**config.mk**
```make
export PLATFORM = sky130hd
export DESIGN_NAME = dmac_cmd_handler
export DESIGN_NICKNAME = d
export VERILOG_FILES = /design/src/pkg/dmac_pkg.sv /design/src/dmac_cmd_handler.sv
export VERILOG_INCLUDE_DIRS = /design/src /design/src/pkg
export SDC_FILE = /design/constraint.sdc
export NUM_CORES = 1
export LEC_CHECK = 0
export BUFFER_PORTS_ARGS = -buffer_cell sky130_fd_sc_hd__buf_2
export CORE_UTILIZATION = 25
export CTS_CLUSTER_DIAMETER = 40
export DETAILED_ROUTE_END_ITERATION = 12
export PLACE_DENSITY = 0.48
export SLEW_MARGIN = 20
export SYNTH_ARGS = -nofsm -noshare
export SYNTH_HDL_FRONTEND = slang
export SYNTH_SLANG_ARGS = --single-unit
```
**constraint.sdc**
```tcl
create_clock -name clk -period 2.18 [get_ports clk]
set_input_delay 0.109 -clock clk [delete_from_list [all_inputs] [get_ports clk]]
set_output_delay 0.109 -clock clk [all_outputs]
set_load 0.02 [all_outputs]
```
**src/pkg/dmac_params.svh**
```systemverilog
// Constants for the debug memory access command handler.
`ifndef DMAC_PARAMS_SVH
`define DMAC_PARAMS_SVH
`define DMAC_CMD_WR_PROG   8'h0A
`define DMAC_CMD_RD_PROG   8'h0B
`define DMAC_CMD_WR_DATA   8'h0C
`define DMAC_CMD_RD_DATA   8'h0D
`define DMAC_BLANK_BYTE    8'hFF
`define DMAC_OPT_ADDR      16'h0000
`define DMAC_RP_BIT        2
`define DMAC_WP_BIT        0
`endif

```
**src/pkg/dmac_pkg.sv**
```systemverilog
// Types for the debug memory access command handler.
package dmac_pkg;
	typedef enum logic [2:0] {
		DMAC_ST_CMD   = 3'b000,
		DMAC_ST_AHI   = 3'b001,
		DMAC_ST_ALO   = 3'b010,
		DMAC_ST_CHI   = 3'b011,
		DMAC_ST_CLO   = 3'b100,
		DMAC_ST_WDATA = 3'b101,
		DMAC_ST_RREQ  = 3'b110,
		DMAC_ST_RSEND = 3'b111
	} dmac_state_t;
endpackage : dmac_pkg

```
**src/dmac_cmd_handler.sv**
```systemverilog
// Debug memory access command handler: decodes host commands and moves bytes.
`include "dmac_params.svh"

// Functional notes
// Option byte at program address zero, cached.
// Host sends command, address, count, then data.
// Command 0BH returns program memory bytes.
// Count zero means 65536 bytes.
// Program read gives FFH if blocked.
// Command 0CH writes data memory unless blocked.
// Command 0DH reads data; FFH outside debug.
// Command 0AH writes program memory unless blocked.
// Address increments, count decrements, then idle.
module dmac_cmd_handler (
	input  wire logic       clk,
	input  wire logic       reset,
	input  wire logic       debug_mode,
	input  wire logic [7:0] rx_data,
	input  wire logic       rx_valid,
	output logic            tx_valid,
	output logic [7:0]      tx_data,
	input  wire logic       tx_ready,
	output logic            mem_prog,
	output logic            mem_rd,
	output logic            mem_wr,
	output logic [15:0]     mem_addr,
	output logic [7:0]      mem_wdata,
	input  wire logic [7:0] mem_rdata,
	input  wire logic       mem_rvalid,
	output logic            read_protect_option,
	output logic            write_protect_option,
	output logic            busy
);
	import dmac_pkg::*;

	// ****************************************************************
	// Command sequencing
	// ****************************************************************
	dmac_state_t state;
	logic [7:0]  cmd;
	logic [15:0] addr;
	logic [16:0] remain;
	logic        opt_loaded;
	logic        opt_pending;
	logic        is_prog;
	logic        blocked;
	logic        known_cmd;
	logic        rd_pending;

	assign is_prog   = (cmd == `DMAC_CMD_WR_PROG) || (cmd == `DMAC_CMD_RD_PROG);
	assign known_cmd = (rx_data >= `DMAC_CMD_WR_PROG) && (rx_data <= `DMAC_CMD_RD_DATA);
	// Data reads ignore read protection so the host can still inspect RAM.
	assign blocked   = !debug_mode || (is_prog && read_protect_option) ||
	                   (cmd == `DMAC_CMD_WR_DATA && read_protect_option);

	always_ff @(posedge clk) begin
		if (reset) begin
			state  <= DMAC_ST_CMD;
			cmd    <= 8'h00;
			addr   <= 16'h0000;
			remain <= 17'h00000;
		end else begin
			unique case (state)
				DMAC_ST_CMD: begin
					if (rx_valid && known_cmd && opt_loaded) begin
						cmd   <= rx_data;
						state <= DMAC_ST_AHI;
					end
				end
				DMAC_ST_AHI: begin
					if (rx_valid) begin
						addr[15:8] <= rx_data;
						state      <= DMAC_ST_ALO;
					end
				end
				DMAC_ST_ALO: begin
					if (rx_valid) begin
						addr[7:0] <= rx_data;
						state     <= DMAC_ST_CHI;
					end
				end
				DMAC_ST_CHI: begin
					if (rx_valid) begin
						remain <= {1'b0, rx_data, 8'h00};
						state  <= DMAC_ST_CLO;
					end
				end
				DMAC_ST_CLO: begin
					if (rx_valid) begin
						if (remain[15:8] == 8'h00 && rx_data == 8'h00) begin
							remain <= 17'h10000;
						end else begin
							remain <= {1'b0, remain[15:8], rx_data};
						end
						if (cmd == `DMAC_CMD_WR_PROG || cmd == `DMAC_CMD_WR_DATA) begin
							state <= DMAC_ST_WDATA;
						end else begin
							state <= DMAC_ST_RREQ;
						end
					end
				end
				DMAC_ST_WDATA: begin
					if (rx_valid) begin
						addr   <= addr + 16'h0001;
						remain <= remain - 17'h00001;
						if (remain == 17'h00001) begin
							state <= DMAC_ST_CMD;
						end
					end
				end
				DMAC_ST_RREQ: begin
					if (blocked || mem_rvalid) begin
						state <= DMAC_ST_RSEND;
					end
				end
				DMAC_ST_RSEND: begin
					if (tx_valid && tx_ready) begin
						addr   <= addr + 16'h0001;
						remain <= remain - 17'h00001;
						state  <= (remain == 17'h00001) ? DMAC_ST_CMD : DMAC_ST_RREQ;
					end
				end
			endcase
		end
	end

	// ****************************************************************
	// Option byte capture
	// ****************************************************************
	// The option byte is fetched once after reset; commands wait for it.
	always_ff @(posedge clk) begin
		if (reset) begin
			opt_loaded           <= 1'b0;
			opt_pending          <= 1'b0;
			read_protect_option  <= 1'b1;
			write_protect_option <= 1'b0;
		end else if (!opt_loaded) begin
			opt_pending <= 1'b1;
			if (opt_pending && mem_rvalid) begin
				read_protect_option  <= mem_rdata[`DMAC_RP_BIT];
				write_protect_option <= mem_rdata[`DMAC_WP_BIT];
				opt_loaded           <= 1'b1;
			end
		end
	end

	// ****************************************************************
	// Memory and reply outputs
	// ****************************************************************
	always_ff @(posedge clk) begin
		if (reset) begin
			mem_prog  <= 1'b1;
			mem_rd    <= 1'b0;
			mem_wr    <= 1'b0;
			mem_addr  <= `DMAC_OPT_ADDR;
			mem_wdata <= 8'h00;
			rd_pending <= 1'b0;
		end else begin
			mem_rd <= 1'b0;
			mem_wr <= 1'b0;
			// Memory latency may exceed one cycle, so one read stays outstanding at a time.
			if (mem_rvalid) begin
				rd_pending <= 1'b0;
			end
			if (!opt_loaded) begin
				mem_prog <= 1'b1;
				mem_addr <= `DMAC_OPT_ADDR;
				mem_rd   <= !opt_pending;
			end else if (state == DMAC_ST_WDATA && rx_valid && !blocked) begin
				mem_prog  <= is_prog;
				mem_addr  <= addr;
				mem_wdata <= rx_data;
				mem_wr    <= 1'b1;
			end else if (state == DMAC_ST_RREQ && !blocked && !rd_pending) begin
				mem_prog   <= is_prog;
				mem_addr   <= addr;
				mem_rd     <= 1'b1;
				rd_pending <= 1'b1;
			end
		end
	end

	always_ff @(posedge clk) begin
		if (reset) begin
			tx_valid <= 1'b0;
			tx_data  <= 8'h00;
		end else if (state == DMAC_ST_RREQ && (blocked || mem_rvalid)) begin
			tx_valid <= 1'b1;
			tx_data  <= blocked ? `DMAC_BLANK_BYTE : mem_rdata;
		end else if (tx_valid && tx_ready) begin
			tx_valid <= 1'b0;
		end
	end

	always_ff @(posedge clk) begin
		if (reset) begin
			busy <= 1'b1;
		end else begin
			busy <= !(state == DMAC_ST_CMD && opt_loaded);
		end
	end
endmodule : dmac_cmd_handler

```
==> impl_metrics.tcl <==
set metrics [dict create \
    place_congestion 0.794 \
    ant_nets 0 \
    fp.coreArea_um2 16600 \
    synth-xor-area-share_pct 1.03 \
    end_kind "register" \
    power_density_nw_per_um2 724 \
    power_leakage_nw 2.21 \
    cts_tree "built" \
    clock.fmax_mhz 458 \
    seq_area_frac_synth_pct 40.5 \
    vias 4126 \
    cp_data_required_time_ns 2.39 \
    synth.avg_cell_area_um2 8.13 \
    cp-startpoint "cmd[4]" \
    clk_pin_slew_ns 0.06 \
    grt_max_degree 69 \
    path_class "reg -> reg" \
    yosys_warnings 0 \
    grt_use_met1_pct 18.7 \
    wl_mm 12.7 \
    min_period_ns 2.18 \
    clk_latency_ns 0.35 \
    synthTopCellsByArea "dfxtp_1 40%, mux2i_1 6.8%, nor2_1 6.2%" \
    met3_usage_pct 2.38 \
    track_usage_pct 14.2 \
    top_usage_layer "met2" \
    via_per_inst 5.06 \
    crit_family "simple AND/OR/NAND/NOR gates" \
    gr-total-overflow 0 \
    critPathArrivalTime_ns 2.39 \
    reg2regPathDepth 7 \
    cts_buffers 9 \
    nFillCells 1768 \
    synth_nets 548 \
    synth_mux_area_share_pct 6.82 \
    pin_count 61 \
    dp_hpwl_mm 8.67 \
    synthSimpleGateAreaFrac_pct 23.7 \
    synth_area_um2 4250 \
    start_util_pct 25.7 \
    path_max_fanout 8 \
    synth_most_common_cell "dfxtp_1" \
    finalClockSkew_ns 0.00825 \
    final-setup-viol-count 5 \
    multiInputGateArea_um2 2360 \
    io_buffers 60 \
    ys_types 61 \
    use_met2_pct 22.4 \
    cp_slowest_cell "or4b_4" \
    relSlewSlack_pct 46.6 \
    cp_num_cells 7 \
    crit_buf_inv 2 \
    grt_pass1_vias 3845 \
    finalMaxSlewViolations 0 \
    r2r_setup_slack_ns -0.003 \
    seq_area_um2 1720 \
    rsz0062_at_grt "yes" \
    drt_first_iter_violations 299 \
    hold_depth 3 \
    synth-seq-cells 86 \
    status "finished, violations left" \
    final_layout_size_suffix_gt1_share_pct 20.4 \
    drtPass1Iterations 5 \
    setup_ws_ns -0.00323 \
    synth.top_cell.area_share_pct 40.5 \
    min_path_type "in -> reg" \
    synth_commonest_cells "86 x dfxtp_1, 70 x nor2_1, 43 x a21oi_1" \
    finalHoldViolCount 0 \
    synthToLayoutAreaGrowth_pct 27.1 \
    drv_cap 0 \
    drcViolationCount 0 \
    grt_pass1_wl_mm 20.1 \
    power.total_mw 3.92 \
    worstPathCellList "or4b_4 > or2_4 > buf_6 > o2111ai_4 > clkbuf_16 > mux2i_1 > nor2_1" \
    root_buffer "clkbuf_16" \
    synth_compound_area_share_pct 22.1 \
    htreeDepth 3 \
    rows 47 \
    cpPeakStageDelay_ns 0.53 \
    async_flop_share_pct 0 \
    dieArea_um2 17500 \
    cts_buffer_depth 2 \
    syn_inst 523 \
    synth_fa_ha_area_share_pct 0.882 \
    synth-edff-count 0 \
    min_from "mem_rdata[2]" \
    die_w_um 132 \
    clock_sinks 86 \
    vdd_drop_max_mv 0.420 \
    yosysTopAreaCell "dfxtp_1" \
    synthFlopType "dfxtp_1" \
    period_share_pct 100 \
    wl_per_cell_um 15.6 \
    place_ws_ns 0.0698 \
    antenna_found_initial 1 \
    layout.nets 614 \
    reg2reg_from "cmd[4]" \
    synth_top_family_by_area "simple AND/OR/NAND/NOR gates" \
    die_height_um 132 \
    violations "negative setup slack" \
    worstMarginPinSlew_ns 0.802 \
    critPathLaunchType "register" \
]
-- metal layers --
layer  vias up  part of all wire (%)
met4         0                   2.8
met3        22                   3.8
li1       2032                     -
met2        95                    47
met1      1977                    47
met5         -                     0
-- timing repair --
item                       4_1_cts  5_1_grt
setup endpoints to repair        0       35
hold buffers                     0        0
setup buffers                    0        1
gates resized for setup          0       10
-- where the power goes --
group          switching (mW)  internal, mW
Combinational           0.196         0.145
Clock                   0.645          1.26
Sequential             0.0518          1.61
Total                   0.893          3.02
-- cells by family (layout without fill, tap and decap cells) --
kind of cell | count (synthesis) | after routing
compound gates | 144 | 144
xor+xnor | 5 | 5
buf+inv | 54 | 125
simple gates | 202 | 202
flops | 86 | 86
fa+ha+maj | 3 | 3
mux | 29 | 29
other cells | 0 | 1
-- cell type report --
cell class,instances,share of cell area (%)
multi-input cells,383,43.6
clock inverters,6,2.45
diodes,1,0.0463
flip-flops and latches,86,31.9
repair buffers,90,11.1
inverters,19,1.32
well taps,220,5.09
clock buffers,10,4.42
-- state kept, by name, summed over array words and instances, names as in the netlist, 3 cells and up --
name	cells
mem_addr	16
remain	17
tx_data	8
addr	16
mem_wdata	8
state	3
cmd	8
-- cells in the final DEF (no fill, tap or decap), types with 4 or more instances in the layout --
cell,netlist,routed
nor3_1,17,17
nor4_1,6,5
a211oi_1,20,20
and4_1,6,6
buf_2,3,60
and3_1,6,6
or3_1,5,5
inv_1,19,19
and2_1,9,9
a32o_1,5,5
clkbuf_16,0,11
nor2_1,70,70
o21ai_0,31,31
nand2_1,33,33
mux2i_1,29,29
nand4_1,9,9
buf_4,2,24
o22ai_1,5,4
nand3_1,10,10
dfxtp_1,86,84
nand2b_1,12,12
a21oi_1,43,43
bufinv_16,0,4
nor3b_1,4,4
nor2b_1,4,4
-- path summary, 6_finish.rpt --
| check | end |
|---|---|
| max | mem_addr[13] |
| min | read_protect_option |
| max reg2reg | mem_addr[13] |
| min reg2reg | cmd[3] |
-- worst min-delay path, stage by stage --
cell and delay (ns):
buf_2 0.09, mux2i_1 0.06, nand2b_1 0.06
-- metrics by stage --
| step | setup TNS (ns) | area (um2) | utilization, % | cells | hold WS, ns |
|---|---|---|---|---|---|
| 6_report | -0.00826 | 5410 | 32.6 | 815 | 0.00159 |
| 5_1_grt | -0.836 | 5400 | 32.6 | 814 | 0.0257 |
| 4_1_cts | 0 | 5310 | 32.0 | 811 | 0.00433 |
| 3_5_place_dp | 0 | 4930 | 29.7 | 795 | 0.360 |
| 3_3_place_gp | 0 | 4930 | 29.7 | 795 | 0.351 |
| 2_1_floorplan | 0 | 4250 | - | 523 | 0.238 |
(Power assumes the default switching activity.)
